## src/core/i2cee_pkg.sv

```systemverilog
package i2cee_pkg;

    // ------------------------------------------------------------
    // timing
    // ------------------------------------------------------------
    localparam int unsigned CLK_FREQ_KHZ     = 200000;
    localparam int unsigned PROG_TIME_TYP_MS = 4;
    localparam int unsigned PROG_TIME_MAX_MS = 10;
    // ms times kHz gives cycles directly
    localparam int unsigned PROG_CYCLES      = PROG_TIME_TYP_MS * CLK_FREQ_KHZ;
    localparam int unsigned PROG_CYCLES_MAX  = PROG_TIME_MAX_MS * CLK_FREQ_KHZ;

    // ------------------------------------------------------------
    // addressing and layout
    // ------------------------------------------------------------
    localparam logic [3:0]  MEM_TAG       = 4'hA;
    localparam logic [3:0]  PROT_TAG      = 4'h6;
    localparam int unsigned BYTE_W        = 8;
    localparam int unsigned ADDR_W        = 8;
    localparam int unsigned OFF_W         = 4;
    localparam int unsigned PAGE_BYTES    = 16;
    localparam int unsigned MEM_BYTES     = 256;
    localparam int unsigned FIFO_DEPTH    = 4;
    localparam int unsigned PROT_NIB_BIT  = 3;
    localparam logic [3:0]  BITS_PER_BYTE = 4'h8;
    localparam logic [3:0]  LAST_TX_BIT   = 4'h7;

    // ------------------------------------------------------------
    // pin sampling vector
    // ------------------------------------------------------------
    localparam int unsigned PIN_W     = 6;
    localparam int unsigned PIN_SCL   = 0;
    localparam int unsigned PIN_SDA   = 1;
    localparam int unsigned PIN_WP    = 2;
    localparam int unsigned PIN_STRAP = 3;

    typedef enum logic [7:0] {
        ST_IDLE  = 8'h01,
        ST_ADDR  = 8'h02,
        ST_WORD  = 8'h04,
        ST_DATA  = 8'h08,
        ST_ACK   = 8'h10,
        ST_TX    = 8'h20,
        ST_TXACK = 8'h40,
        ST_WAIT  = 8'h80
    } i2cee_state_t;

endpackage

```

## src/core/i2cee_fifo.sv

```systemverilog
`timescale 1ns/100ps
module i2cee_fifo #(
    parameter int unsigned WIDTH = 12,
    parameter int unsigned DEPTH = 4
) (
    input  wire  logic             clk,
    input  wire  logic             rst_n,
    input  wire  logic             in_valid,
    output logic                   in_ready,
    input  wire  logic [WIDTH-1:0] in_data,
    output logic                   out_valid,
    input  wire  logic             out_ready,
    output logic [WIDTH-1:0]       out_data
);
    localparam int unsigned AW = (DEPTH > 1) ? $clog2(DEPTH) : 1;

    if (DEPTH < 2 || (DEPTH & (DEPTH - 1)) != 0) begin : g_chk
        $error("fifo depth must be a power of two, at least 2");
    end

    logic [WIDTH-1:0] mem_q [DEPTH];
    logic [AW:0]      wr_q;
    logic [AW:0]      rd_q;
    logic             push;
    logic             pop;

    // extra pointer bit separates full from empty
    assign in_ready  = (wr_q[AW] == rd_q[AW]) || (wr_q[AW-1:0] != rd_q[AW-1:0]);
    assign out_valid = (wr_q != rd_q);
    assign out_data  = mem_q[rd_q[AW-1:0]];
    assign push      = in_valid && in_ready;
    assign pop       = out_valid && out_ready;

    always_ff @(posedge clk or negedge rst_n) begin
        if (!rst_n) begin
            wr_q <= '0;
            rd_q <= '0;
        end else begin
            if (push) begin
                wr_q <= wr_q + 1'b1;
            end
            if (pop) begin
                rd_q <= rd_q + 1'b1;
            end
        end
    end

    always_ff @(posedge clk) begin
        if (push) begin
            mem_q[wr_q[AW-1:0]] <= in_data;
        end
    end

endmodule

```

## src/core/i2cee_slave.sv

```systemverilog
`timescale 1ns/100ps
// Contract
// RL1: programming cycle finishes within 10 ms
// RL2: while programming, bus ignored, data released
// RL3: master waits power-up delay before access
// RL4: master drives clock, start and stop
// RL5: start is data fall, clock high
// RL6: stop is data rise, clock high
// RL7: data changes only while clock low
// RL8: slave address upper nibble must be 1010
// RL9: next three bits match the strap inputs
// RL10: address lsb one reads, zero writes
// RL11: acknowledge by pulling data low, ninth clock
// RL12: write mode acknowledges every following byte
// RL13: read mode sends byte, checks master acknowledge
// RL14: byte write sequence, stop starts programming
// RL15: page write takes up to 16 bytes
// RL16: page pointer increments only low bits
// RL17: over 16 bytes wraps inside page
// RL18: program all page bytes after stop only
// RL19: write protect input high blocks all writes
// RL20: increment touches lowest four address bits only
// RL21: no write address acknowledge while programming
// RL22: 0110 byte write sets one-time protect register
// RL23: protect register locks lower 128 bytes forever
module i2cee_slave #(
    parameter int unsigned PROG_CYCLES = i2cee_pkg::PROG_CYCLES,
    parameter int unsigned FIFO_DEPTH  = i2cee_pkg::FIFO_DEPTH
) (
    input  wire  logic clk,
    input  wire  logic rst_n,
    input  wire  logic scl_i,
    input  wire  logic sda_i,
    output logic       sda_o,
    output logic       sda_oe,
    input  wire  logic select_strap_bit0,
    input  wire  logic select_strap_bit1,
    input  wire  logic select_strap_bit2,
    input  wire  logic write_protect_i,
    output logic       prog_busy
);
    localparam int unsigned FW = i2cee_pkg::OFF_W + i2cee_pkg::BYTE_W;
    localparam i2cee_pkg::i2cee_state_t
        ST_IDLE  = i2cee_pkg::ST_IDLE,
        ST_ADDR  = i2cee_pkg::ST_ADDR,
        ST_WORD  = i2cee_pkg::ST_WORD,
        ST_DATA  = i2cee_pkg::ST_DATA,
        ST_ACK   = i2cee_pkg::ST_ACK,
        ST_TX    = i2cee_pkg::ST_TX,
        ST_TXACK = i2cee_pkg::ST_TXACK,
        ST_WAIT  = i2cee_pkg::ST_WAIT;

    if (PROG_CYCLES < 1 || PROG_CYCLES > i2cee_pkg::PROG_CYCLES_MAX) begin : g_chk
        $error("program cycle count outside 1 .. max write time");
    end

    // ------------------------------------------------------------
    // reset release and pin sampling
    // ------------------------------------------------------------
    logic [1:0]                  rst_sync_n_q;
    logic                        rst_core_n;
    logic [i2cee_pkg::PIN_W-1:0] pin_meta_q;
    logic [i2cee_pkg::PIN_W-1:0] pin_sync_q;
    logic                        scl_last_q;
    logic                        sda_last_q;

    always_ff @(posedge clk or negedge rst_n) begin
        if (!rst_n) begin
            rst_sync_n_q <= 2'h0;
        end else begin
            rst_sync_n_q <= {rst_sync_n_q[0], 1'b1};
        end
    end
    assign rst_core_n = rst_sync_n_q[1];

    // idle bus reads high, so clock and data sampling bits reset high
    always_ff @(posedge clk or negedge rst_core_n) begin
        if (!rst_core_n) begin
            pin_meta_q <= 6'h3;
            pin_sync_q <= 6'h3;
            scl_last_q <= 1'b1;
            sda_last_q <= 1'b1;
        end else begin
            pin_meta_q <= {select_strap_bit2, select_strap_bit1, select_strap_bit0,
                           write_protect_i, sda_i, scl_i};
            pin_sync_q <= pin_meta_q;
            scl_last_q <= pin_sync_q[i2cee_pkg::PIN_SCL];
            sda_last_q <= pin_sync_q[i2cee_pkg::PIN_SDA];
        end
    end

    logic       scl_s;
    logic       sda_s;
    logic       wp_s;
    logic [2:0] strap_s;
    logic       start_ev;
    logic       stop_ev;
    logic       scl_rise;
    logic       scl_fall;

    assign scl_s    = pin_sync_q[i2cee_pkg::PIN_SCL];
    assign sda_s    = pin_sync_q[i2cee_pkg::PIN_SDA];
    assign wp_s     = pin_sync_q[i2cee_pkg::PIN_WP];
    assign strap_s  = pin_sync_q[i2cee_pkg::PIN_STRAP +: 3];
    // data edges while clock high are framing, never data
    assign start_ev = scl_s && scl_last_q && sda_last_q && !sda_s; // RL5 RL7
    assign stop_ev  = scl_s && scl_last_q && !sda_last_q && sda_s; // RL6 RL7
    assign scl_rise = scl_s && !scl_last_q;
    assign scl_fall = !scl_s && scl_last_q;

    // ------------------------------------------------------------
    // decode
    // ------------------------------------------------------------
    i2cee_pkg::i2cee_state_t  state_q;
    i2cee_pkg::i2cee_state_t  after_ack_q;
    logic [3:0]               bit_cnt_q;
    logic [7:0]               sh_q;
    logic [7:0]               ptr_q;
    logic                     prot_acc_q;
    logic                     m_ack_q;
    logic                     busy_q;
    logic                     prot_q = 1'b0;
    logic [7:0]               mem_q [i2cee_pkg::MEM_BYTES];
    logic                     rx_done;
    logic                     match_mem;
    logic                     match_prot;
    logic                     word_done;
    logic                     data_push;
    logic                     prot_hit;
    logic                     fifo_in_ready;
    logic                     fifo_out_valid;
    logic [FW-1:0]            fifo_out_data;
    logic [7:0]               rd_byte;

    assign rx_done    = scl_fall && (bit_cnt_q == i2cee_pkg::BITS_PER_BYTE);
    assign match_mem  = (sh_q[7:4] == i2cee_pkg::MEM_TAG)
                        && (sh_q[3:1] == strap_s); // RL8 RL9
    // protect register answers only until it is set, and only to writes
    assign match_prot = (sh_q[7:4] == i2cee_pkg::PROT_TAG) && (sh_q[3:1] == strap_s)
                        && !sh_q[0] && !prot_q; // RL22
    assign word_done  = (state_q == ST_WORD) && rx_done;
    assign data_push  = (state_q == ST_DATA) && rx_done && !prot_acc_q && fifo_in_ready;
    assign prot_hit   = (state_q == ST_DATA) && rx_done && prot_acc_q;
    assign rd_byte    = mem_q[ptr_q];

    // ------------------------------------------------------------
    // bus state machine
    // ------------------------------------------------------------
    always_ff @(posedge clk or negedge rst_core_n) begin
        if (!rst_core_n) begin
            state_q     <= ST_IDLE;
            after_ack_q <= ST_IDLE;
            bit_cnt_q   <= 4'h0;
            sh_q        <= 8'h00;
            ptr_q       <= 8'h00;
            prot_acc_q  <= 1'b0;
            m_ack_q     <= 1'b0;
            sda_oe      <= 1'b0;
        end else if (busy_q) begin
            // write cycle: deaf and released, polls go unanswered
            state_q <= ST_IDLE; // RL2 RL21
            sda_oe  <= 1'b0;
        end else if (stop_ev) begin
            state_q <= ST_IDLE; // RL6
            sda_oe  <= 1'b0;
        end else if (start_ev) begin
            // repeated start also lands here
            state_q   <= ST_ADDR; // RL4 RL5
            bit_cnt_q <= 4'h0;
            sda_oe    <= 1'b0;
        end else begin
            case (state_q)
                ST_ADDR, ST_WORD, ST_DATA: begin
                    if (scl_rise && bit_cnt_q != i2cee_pkg::BITS_PER_BYTE) begin
                        sh_q      <= {sh_q[6:0], sda_s};
                        bit_cnt_q <= bit_cnt_q + 4'h1;
                    end else if (rx_done) begin
                        state_q <= ST_ACK;
                        sda_oe  <= 1'b1; // RL11 RL12
                        if (state_q == ST_ADDR) begin
                            prot_acc_q  <= match_prot;
                            after_ack_q <= sh_q[0] ? ST_TX : ST_WORD; // RL10
                            if (!(match_mem || match_prot)) begin
                                state_q <= ST_WAIT; // RL8 RL9
                                sda_oe  <= 1'b0;
                            end
                        end else if (state_q == ST_WORD) begin
                            ptr_q       <= sh_q; // RL14
                            after_ack_q <= ST_DATA;
                        end else begin
                            after_ack_q <= ST_DATA; // RL15
                            if (data_push) begin
                                // low nibble wraps, page bits hold
                                ptr_q[3:0] <= ptr_q[3:0] + 4'h1; // RL16 RL17 RL20
                            end else if (!prot_hit) begin
                                // buffer full: refuse the byte
                                state_q <= ST_WAIT;
                                sda_oe  <= 1'b0;
                            end
                        end
                    end
                end
                ST_ACK: begin
                    if (scl_fall) begin
                        bit_cnt_q <= 4'h0;
                        state_q   <= after_ack_q;
                        sda_oe    <= 1'b0;
                        if (after_ack_q == ST_TX) begin
                            sh_q   <= rd_byte;
                            ptr_q  <= ptr_q + 8'h01;
                            sda_oe <= !rd_byte[7];
                        end
                    end
                end
                ST_TX: begin
                    // shifts on the low phase only
                    if (scl_fall) begin
                        if (bit_cnt_q == i2cee_pkg::LAST_TX_BIT) begin
                            state_q <= ST_TXACK; // RL13
                            sda_oe  <= 1'b0;
                        end else begin
                            sh_q      <= {sh_q[6:0], 1'b0};
                            sda_oe    <= !sh_q[6]; // RL7
                            bit_cnt_q <= bit_cnt_q + 4'h1;
                        end
                    end
                end
                ST_TXACK: begin
                    if (scl_rise) begin
                        m_ack_q <= !sda_s;
                    end else if (scl_fall) begin
                        bit_cnt_q <= 4'h0;
                        if (m_ack_q) begin
                            state_q <= ST_TX; // RL13
                            sh_q    <= rd_byte;
                            ptr_q   <= ptr_q + 8'h01;
                            sda_oe  <= !rd_byte[7];
                        end else begin
                            state_q <= ST_WAIT; // RL13
                        end
                    end
                end
                ST_IDLE, ST_WAIT: begin
                    sda_oe <= 1'b0;
                end
                default: begin
                    state_q <= ST_IDLE;
                    sda_oe  <= 1'b0;
                end
            endcase
        end
    end

    always_ff @(posedge clk or negedge rst_core_n) begin
        if (!rst_core_n) begin
            sda_o <= 1'b0;
        end else begin
            sda_o <= 1'b0;
        end
    end

    // ------------------------------------------------------------
    // page buffer, fed through the fifo
    // ------------------------------------------------------------
    logic [7:0]                        page_q [i2cee_pkg::PAGE_BYTES];
    logic [i2cee_pkg::PAGE_BYTES-1:0]  page_vld_q;
    logic [3:0]                        base_q;
    logic [i2cee_pkg::PAGE_BYTES-1:0]  wr_mask;
    logic                              commit_q;

    // drain stalls during the write cycle; the bus is then deaf anyway
    i2cee_fifo #(
        .WIDTH (FW),
        .DEPTH (FIFO_DEPTH)
    ) u_fifo (
        .clk       (clk),
        .rst_n     (rst_core_n),
        .in_valid  (data_push),
        .in_ready  (fifo_in_ready),
        .in_data   ({ptr_q[3:0], sh_q}),
        .out_valid (fifo_out_valid),
        .out_ready (!busy_q),
        .out_data  (fifo_out_data)
    );

    always_ff @(posedge clk or negedge rst_core_n) begin
        if (!rst_core_n) begin
            page_vld_q <= '0;
            base_q     <= 4'h0;
        end else if (word_done) begin
            page_vld_q <= '0;
            base_q     <= sh_q[7:4];
        end else if (commit_q) begin
            page_vld_q <= '0;
        end else if (fifo_out_valid && !busy_q) begin
            // later bytes at a wrapped offset overwrite earlier ones
            page_vld_q[fifo_out_data[FW-1 -: 4]] <= 1'b1; // RL17
        end
    end

    always_ff @(posedge clk) begin
        if (fifo_out_valid && !busy_q) begin
            page_q[fifo_out_data[FW-1 -: 4]] <= fifo_out_data[7:0];
        end
    end

    // ------------------------------------------------------------
    // write cycle timer and commit
    // ------------------------------------------------------------
    logic        wr_pend_q;
    logic        prot_pend_q;
    logic        prog_req_q;
    logic [31:0] prog_cnt_q;

    always_ff @(posedge clk or negedge rst_core_n) begin
        if (!rst_core_n) begin
            wr_pend_q   <= 1'b0;
            prot_pend_q <= 1'b0;
            prog_req_q  <= 1'b0;
            busy_q      <= 1'b0;
            commit_q    <= 1'b0;
            prog_cnt_q  <= 32'h0;
        end else begin
            commit_q <= 1'b0;
            // pending flags outlive the last busy cycle so the commit sees them
            if (commit_q) begin
                wr_pend_q   <= 1'b0;
                prot_pend_q <= 1'b0;
            end
            if (data_push) begin
                wr_pend_q <= 1'b1;
            end
            if (prot_hit) begin
                prot_pend_q <= 1'b1;
            end
            if (start_ev && !busy_q) begin
                // a new command abandons data not closed by stop
                wr_pend_q   <= data_push;
                prot_pend_q <= 1'b0;
            end
            if (stop_ev && !busy_q && !commit_q && (wr_pend_q || prot_pend_q)) begin
                prog_req_q <= 1'b1; // RL14 RL18
            end
            if (prog_req_q && !fifo_out_valid) begin
                prog_req_q <= 1'b0;
                busy_q     <= 1'b1;
                prog_cnt_q <= 32'h0;
            end else if (busy_q) begin
                prog_cnt_q <= prog_cnt_q + 32'h1;
                if (prog_cnt_q == PROG_CYCLES - 1) begin
                    busy_q      <= 1'b0; // RL1
                    commit_q    <= 1'b1;
                end
            end
        end
    end
    assign prog_busy = busy_q;

    for (genvar i = 0; i < i2cee_pkg::PAGE_BYTES; i++) begin : g_mask
        assign wr_mask[i] = commit_q && wr_pend_q && page_vld_q[i] && !wp_s // RL19
                            && !(prot_q && !base_q[i2cee_pkg::PROT_NIB_BIT]); // RL23
    end

    // whole page lands in one cycle
    always_ff @(posedge clk) begin
        for (int i = 0; i < i2cee_pkg::PAGE_BYTES; i++) begin
            if (wr_mask[i]) begin
                mem_q[{base_q, 4'(i)}] <= page_q[i]; // RL18
            end
        end
    end

    // nonvolatile flag: deliberately outside any reset
    always_ff @(posedge clk) begin
        if (commit_q && prot_pend_q && !wp_s) begin
            prot_q <= 1'b1; // RL22 RL23
        end
    end
endmodule

```

## config.mk

```make
export PLATFORM = sky130hd
export DESIGN_NAME = i2cee_slave
export DESIGN_NICKNAME = d
export VERILOG_FILES = /design/src/core/i2cee_pkg.sv /design/src/core/i2cee_fifo.sv /design/src/core/i2cee_slave.sv
export SDC_FILE = /design/constraint.sdc
export NUM_CORES = 2
export LEC_CHECK = 0
export BUFFER_PORTS_ARGS = -buffer_cell sky130_fd_sc_hd__buf_4
export CAP_MARGIN = 20
export CORE_UTILIZATION = 40
export CTS_BUF_LIST = sky130_fd_sc_hd__clkbuf_16
export DETAILED_ROUTE_END_ITERATION = 10
export PLACE_DENSITY_LB_ADDON = 0.08
export SLEW_MARGIN = 20
export SYNTH_ARGS = -nofsm -noshare
export SYNTH_HDL_FRONTEND = slang
export SYNTH_HIERARCHICAL = 1
export SYNTH_SLANG_ARGS = --single-unit
```

## constraint.sdc

```tcl
create_clock -name clk -period 4.2 [get_ports clk]
set_input_delay 0.21 -clock clk [delete_from_list [all_inputs] [get_ports clk]]
set_output_delay 0.21 -clock clk [all_outputs]
set_load 0.005 [all_outputs]
```

* Yosys cells after proc, flatten, opt, wreduce, memory -nomap -nowiden
Memory sizes are Yosys's and may differ from the RTL's. Index checks and enable logic that the tools add are counted.
Storage, ports and cells: bits of input ports 8, RAM bits 2224, flip-flop bits (word level) 117, memories 3, word-level logic and storage cells 301
Operators by class: reductions and logical operators 100, add/subtract/negate cells 6, bitwise logic cells 5, muxes and demuxes 118, order comparisons 2, equal/unequal tests 44
Memories:
- mem_q | depth 256, width 8, rd ports 1, clocked after memory_dff 0, wr ports 16, RTL line i2cee_slave.sv:123 | logic [7:0] mem_q [i2cee_pkg::MEM_BYTES];
- page_q | depth 16, width 8, rd ports 16, clocked after memory_dff 0, wr ports 1, RTL line i2cee_slave.sv:265 | logic [7:0] page_q [i2cee_pkg::PAGE_BYTES];
- u_fifo.mem_q | depth 4, width 12, rd ports 1, clocked after memory_dff 0, wr ports 1, RTL line i2cee_fifo.sv:21 | logic [WIDTH-1:0] mem_q [DEPTH];
Operators with widths (number):
- $mux 8 | 31
- $logic_and 1x1->1 | 70
- $mux 1 | 65
- $mux 32 | 2
- $mux 16 | 3
- $ne 5x5->1 const B | 8
- $pmux 8 s5 | 1
- $mux 4 | 9
- $add 32x1->32 const B | 1
- $eq 32x20->1 const B | 1
- $pmux 8 s4 | 1
- $reduce_and 13->1 | 2
- $ne 2x2->1 const B | 12
- $pmux 8 s3 | 1
- $eq 8x6->1 const B | 2
- $or 16x16->16 | 1
- $pmux 4 s4 | 1
- $reduce_and 7->1 | 2
- $mux 6 | 2
- $ne 3x3->1 const B | 4
- $reduce_and 12->1 | 1
- $reduce_bool 3->1 | 4
- $logic_not 1->1 | 10
- $add 4x1->4 const B | 2
- other kinds (31) | 39

* Logic depth before layout (Yosys ltp)
depth in word-level cells 14, depth in mapped cells 13

* Modules after synthesis
The synthesis kept the hierarchy.
Modules (own cells, without submodules):
- i2cee_slave | cells each 4047, area each 87561.5 sq um, sequential area each 68005.2 sq um, times used 1
- i2cee_fifo | cells each 111, area each 2215.9 sq um, sequential area each 1591.5 sq um, times used 1

* Least setup slack after synthesis
Ideal clock, no wire load.
kind register -> register, from register ptr_q[0], to register sh_q[5], slack 1.119 ns, arrival time 2.950 ns, setup time 0.131 ns, clock period less this slack 3.081 ns, data required time 4.069 ns, cell stages (with the launch flop) 13, cell sequence dfrtp_1 buf_2 buf_4 buf_6 buf_2 buf_2 mux4_2 a22oi_1 a21oi_1 nor4_1 nand2_1 a311oi_1 o21ai_0
Between the ends: longest elaborated chain between the ends 5, elaborated cells on any way between the ends 7, those cells by class 6 x mux; 1 x memory
Ends and longest elaborated chain:
- start: declaration | RTL line i2cee_slave.sv:118 | logic [7:0] ptr_q;
- start signal: assignment | RTL line i2cee_slave.sv:188 | ptr_q <= sh_q;
- start signal: assignment | RTL line i2cee_slave.sv:194 | ptr_q[3:0] <= ptr_q[3:0] + 4'h1;
- start signal: assignment | RTL line i2cee_slave.sv:210 | ptr_q <= ptr_q + 8'h01;
- $mem_v2 256x8 *
- $mux 8 | RTL line i2cee_slave.sv:233 | if (m_ack_q) begin
- $mux 8 | RTL line i2cee_slave.sv:231 | end else if (scl_fall) begin
- $mux 8 | RTL line i2cee_slave.sv:229 | if (scl_rise) begin
- $pmux 8 s4 * | RTL line i2cee_slave.sv:172 | case (state_q)
- end signal: assignment | RTL line i2cee_slave.sv:175 | sh_q <= {sh_q[6:0], sda_s};
- end signal: assignment | RTL line i2cee_slave.sv:222 | sh_q <= {sh_q[6:0], 1'b0};
- end signal: assignment | RTL line i2cee_slave.sv:235 | sh_q <= rd_byte;
- end: declaration | RTL line i2cee_slave.sv:117 | logic [7:0] sh_q;
Mark *: on every way between the ends. The rest lies on a longest branch, timed or not. The select of a mux whose other input is x is not followed. A chain may end at the register's enable or synchronous reset.

* Worst setup path in the final report
from register ptr_q[0], to register sh_q[3]
The elaborated chain is that of the path after synthesis.

==> metrics.txt <==
# TYPE chip_impl_metric gauge
chip_impl_info{name="yosys_most_used_dff",value="sky130_fd_sc_hd__edfxtp_1"} 1
chip_impl_metric{name="num_rows",unit=""} 173
chip_impl_metric{name="synthesis.area",unit="um^2"} 89780
chip_impl_info{name="tritoncts",value="built"} 1
chip_impl_metric{name="synthToLayoutAreaGrowth",unit="%"} 20.39
chip_impl_metric{name="cts.reportedPaths.clkPinSlew",unit="ns"} 0.06
chip_impl_metric{name="seq_area_frac_synth",unit="%"} 77.52
chip_impl_info{name="worst_reg2reg_startpoint",value="ptr_q[0]$_DFFE_PN0P_"} 1
chip_impl_info{name="root_buffer",value="sky130_fd_sc_hd__clkbuf_16"} 1
chip_impl_info{name="most-common-layout-cells",value="sky130_fd_sc_hd__edfxtp_1, sky130_fd_sc_hd__conb_1, sky130_fd_sc_hd__mux4_2"} 1
chip_impl_metric{name="route.vias.total",unit=""} 49184
chip_impl_metric{name="chipHeight",unit="um"} 475.8
chip_impl_metric{name="synth_enable_flop_cells",unit=""} 2224
chip_impl_metric{name="fraction_of_final_layout_cells_with_drive_strength_greater_than_1",unit="%"} 24.10
chip_impl_metric{name="final_critical_path_setup_slack",unit="ns"} 0.3629
chip_impl_metric{name="cts.sinks",unit=""} 2336
chip_impl_info{name="result_of_the_run",value="finished, final reports clean"} 1
chip_impl_metric{name="required",unit="ns"} 4.94
chip_impl_metric{name="cts_inserted_buffers",unit=""} 240
chip_impl_metric{name="grt_pass1_vias",unit=""} 47970
chip_impl_metric{name="grt_overflow",unit=""} 0
chip_impl_info{name="rsz0062_at_grt",value="no"} 1
chip_impl_metric{name="drt-pass1-iter-count",unit=""} 8
chip_impl_metric{name="htreeDepth",unit=""} 4
chip_impl_metric{name="yosys_warnings",unit=""} 6
chip_impl_metric{name="clock-skew-final",unit="ns"} 0.05568
chip_impl_metric{name="filler_cell_count",unit=""} 18694
chip_impl_info{name="largest_family_of_logic_cells_by_synthesized_area",value="multiplexers"} 1
chip_impl_metric{name="initial_antenna_violation_count",unit=""} 39
chip_impl_metric{name="setup_fix_buffers_added_after_clock_tree_synthesis",unit=""} 0
chip_impl_info{name="mostFrequentLayoutCell",value="sky130_fd_sc_hd__edfxtp_1"} 1
chip_impl_metric{name="holdWs",unit="ns"} 0.1997
chip_impl_metric{name="share_of_the_synthesized_area_in_compound_gates_ao_oa_aoi_oai",unit="%"} 2.220
chip_impl_metric{name="dp_worst_setup_slack",unit="ns"} 0.2374
chip_impl_metric{name="insertion_delay",unit="ns"} 0.89
chip_impl_metric{name="finalSetupViolCount",unit=""} 0
chip_impl_metric{name="initialDrtViolationCount",unit=""} 7256
chip_impl_metric{name="core_area",unit="um^2"} 222700
chip_impl_metric{name="setup_total_negative_slack",unit="ns"} 0
chip_impl_metric{name="clk_path_buf_depth",unit=""} 3
chip_impl_info{name="path_class",value="flip-flop to flip-flop"} 1
chip_impl_info{name="critical_path.startpoint_type",value="flip-flop"} 1
chip_impl_metric{name="cp_max_fo",unit=""} 19
chip_impl_metric{name="avgSynthCellArea",unit="um^2"} 21.59
chip_impl_metric{name="grt_start_max_net_pins",unit=""} 79
chip_impl_metric{name="report.final.hold_viol_count",unit=""} 0
chip_impl_metric{name="post-route-period-util",unit="%"} 91.36
chip_impl_metric{name="drv_cap",unit=""} 0
chip_impl_metric{name="port_buffers",unit=""} 9
chip_impl_metric{name="powerDensity",unit="nW/um^2"} 445.1
chip_impl_metric{name="static-leakage-power",unit="nW"} 37.03
chip_impl_metric{name="routed_via_density",unit=""} 5.545
chip_impl_metric{name="final_wl",unit="um"} 307200
chip_impl_metric{name="post_layout_nonfiller_instances",unit=""} 8870
chip_impl_metric{name="gp_routability_congestion",unit=""} 0.9534
chip_impl_metric{name="initial_utilization",unit="%"} 40.31
chip_impl_metric{name="fmax",unit="GHz"} 0.2606
chip_impl_metric{name="yosys-mux-area-fraction",unit="%"} 15.39
chip_impl_metric{name="worst-r2r-setup-slack",unit="ns"} 0.36
chip_impl_metric{name="final_core_util",unit="%"} 48.53
chip_impl_metric{name="final_period_minus_worst_setup_slack",unit="ns"} 3.837
chip_impl_metric{name="maxSlewHeadroom",unit="%"} 16.75
chip_impl_metric{name="wire_length_of_the_first_global_routing_pass",unit="um"} 414200
chip_impl_metric{name="placed_cells_incl_taps",unit=""} 8402
chip_impl_metric{name="antenna_left",unit=""} 0
chip_impl_metric{name="post_synth_xor_area_fraction",unit="%"} 0.4097
chip_impl_info{name="worstHoldPathType",value="primary input to async pin"} 1
chip_impl_metric{name="maxSlewViolCount",unit=""} 0
chip_impl_metric{name="route.detailed.drc",unit=""} 0
chip_impl_metric{name="postSynth.asyncResetShare",unit="%"} 4.795
chip_impl_metric{name="die_w",unit="um"} 475.8
chip_impl_metric{name="cp_data_arrival_time",unit="ns"} 4.57
chip_impl_metric{name="ys_seq_elements",unit=""} 2336
chip_impl_metric{name="finalNetCount",unit=""} 5700
chip_impl_metric{name="synth_fa_ha_area_share",unit="%"} 0.1254
chip_impl_metric{name="synth_simple_gate_area_share",unit="%"} 3.073
chip_impl_metric{name="syn_inst",unit=""} 4158
chip_impl_metric{name="dpl.hpwl",unit="um"} 208800
chip_impl_metric{name="max_slew.worst_pin.slew",unit="ns"} 1.244
chip_impl_metric{name="gr_util_all_layers",unit="%"} 27.44
chip_impl_metric{name="reg2regPathDepth",unit=""} 10
chip_impl_metric{name="dieArea",unit="um^2"} 226300
chip_impl_metric{name="cts.repair.resized",unit=""} 0
chip_impl_metric{name="vdd.ir_drop.worst",unit="V"} 0.0004148
chip_impl_metric{name="wire_per_inst",unit="um"} 34.63
chip_impl_metric{name="synth_cell_type_count",unit=""} 81
chip_impl_metric{name="boundaryPins",unit=""} 11
chip_impl_info{name="rr_endpoint",value="sh_q[3]$_DFFE_PN0P_"} 1
chip_impl_info{name="crit_path_end_kind",value="flip-flop"} 1
-- timing repair --
item	4_1_cts	5_1_grt
hold buffers	14	0
setup endpoints to repair	0	0
hold endpoints to repair	8	0
-- synthesized netlist by cell type, types with 9 or more instances --
| library cell | number | area share, % |
|---|---|---|
| sky130_fd_sc_hd__edfxtp_1 | 2224 | 74 |
| sky130_fd_sc_hd__mux4_2 | 567 | 14 |
| sky130_fd_sc_hd__nor2_1 | 226 | 0.94 |
| sky130_fd_sc_hd__nand2_1 | 137 | 0.57 |
| sky130_fd_sc_hd__dfrtp_1 | 104 | 2.9 |
| sky130_fd_sc_hd__mux2i_1 | 89 | 0.99 |
| sky130_fd_sc_hd__buf_2 | 84 | 0.47 |
| sky130_fd_sc_hd__a21oi_1 | 70 | 0.39 |
| sky130_fd_sc_hd__clkbuf_1 | 67 | 0.28 |
| sky130_fd_sc_hd__nand3_1 | 47 | 0.26 |
| sky130_fd_sc_hd__o21ai_0 | 39 | 0.22 |
| sky130_fd_sc_hd__buf_4 | 37 | 0.31 |
| sky130_fd_sc_hd__a22oi_1 | 31 | 0.26 |
| sky130_fd_sc_hd__nor3_1 | 27 | 0.15 |
| sky130_fd_sc_hd__nor2b_1 | 23 | 0.16 |
| sky130_fd_sc_hd__xor2_1 | 23 | 0.22 |
| sky130_fd_sc_hd__o22ai_1 | 21 | 0.15 |
| sky130_fd_sc_hd__nand2b_1 | 20 | 0.14 |
| sky130_fd_sc_hd__inv_1 | 19 | 0.079 |
| sky130_fd_sc_hd__a211oi_1 | 18 | 0.15 |
| sky130_fd_sc_hd__nand4_1 | 18 | 0.13 |
| sky130_fd_sc_hd__nor4_1 | 18 | 0.13 |
| sky130_fd_sc_hd__o21a_1 | 16 | 0.13 |
| sky130_fd_sc_hd__mux2_2 | 14 | 0.18 |
| sky130_fd_sc_hd__xnor2_1 | 14 | 0.14 |
| sky130_fd_sc_hd__and3_1 | 12 | 0.084 |
| sky130_fd_sc_hd__buf_1 | 12 | 0.050 |
| sky130_fd_sc_hd__o31ai_1 | 11 | 0.092 |
| sky130_fd_sc_hd__or3_1 | 11 | 0.077 |
| sky130_fd_sc_hd__a31oi_1 | 10 | 0.070 |
| sky130_fd_sc_hd__and2_1 | 9 | 0.063 |
| sky130_fd_sc_hd__ha_1 | 9 | 0.13 |
-- power breakdown --
group | switching [mW] | internal [mW]
Sequential | 0.275 | 25.6
Clock | 9.22 | 12.1
Combinational | 0.601 | 0.305
Total | 10.1 | 38.0
-- area by class of cell --
cell class                      instances  area [um^2]  area share (%)
Sequential cell                      2336        69620           64.41
Timing Repair Buffer                  464         3914           3.621
Inverter                               19        73.82         0.06830
Antenna cell                            6        15.01         0.01389
Clock buffer                          242         6056           5.603
Multi-Input combinational cell       2622        22930           21.22
Tap cell                             2975         3722           3.444
Clock inverter                        206         1749           1.618
-- layer usage --
layer / share of wire [%] / routed length [um] / global-route usage [%] / up-vias
met1: 40 / 123700 / 38.60 / 26372
li1: - / - / - / 19426
met3: 9.9 / 30560 / 5.766 / 559
met2: 45 / 139500 / 42.13 / 2821
met4: 4.4 / 13440 / 10.18 / 6
met5: 0.013 / 41 / 0 / -
-- worst max path at each step --
stage	from	end	depth (start not counted)
2_1_floorplan	rst_sync_n_q[1]$_DFF_PN0_	after_ack_q[2]$_DFFE_PN0P_	0
3_3_place_gp	ptr_q[0]$_DFFE_PN0P_	sh_q[3]$_DFFE_PN0P_	10
3_5_place_dp	ptr_q[0]$_DFFE_PN0P_	sh_q[3]$_DFFE_PN0P_	10
4_1_cts	ptr_q[0]$_DFFE_PN0P_	sh_q[3]$_DFFE_PN0P_	10
5_1_grt	ptr_q[0]$_DFFE_PN0P_	sh_q[3]$_DFFE_PN0P_	10
6_report	ptr_q[0]$_DFFE_PN0P_	sh_q[3]$_DFFE_PN0P_	10
-- flip-flops by register name (all words and copies together) (netlist names), 6 cells and up --
name / cells
state_q: 8
page_vld_q: 16
u_fifo/mem_q: 48
mem_q: 2048
ptr_q: 8
pin_meta_q: 6
pin_sync_q: 6
page_q: 128
sh_q: 8
prog_cnt_q: 32
-- critical path, stage by stage (launching register included) --
cell and delay [ns]:
sky130_fd_sc_hd__dfrtp_4 0.75, sky130_fd_sc_hd__buf_12 0.27, sky130_fd_sc_hd__buf_4 0.37, sky130_fd_sc_hd__buf_4 0.28, sky130_fd_sc_hd__mux4_2 0.52, sky130_fd_sc_hd__mux2i_1 0.39, sky130_fd_sc_hd__o22ai_1 0.27, sky130_fd_sc_hd__nor4_1 0.23
sky130_fd_sc_hd__o211ai_1 0.27, sky130_fd_sc_hd__nand3_1 0.20, sky130_fd_sc_hd__o31ai_1 0.09
-- kinds of logic (layout without fill, tap and decap cells) --
logic type      Yosys count  after routing
compound gates          292            292
xor+xnor                 39             39
fa+ha+maj                 9              9
buf+inv                 224            931
flops                  2336           2336
mux                     670            670
other cells               2           1032
simple gates            586            586
-- stage by stage --
stage,instance area [um^2],power (mW)
5_1_grt,108100,49.37
2_1_floorplan,93620,26.76
3_5_place_dp,100100,27.25
4_1_cts,108100,48.43
3_3_place_gp,100100,27.23
6_report,108100,48.11
No activity file was read; power rests on OpenSTA's default activity.
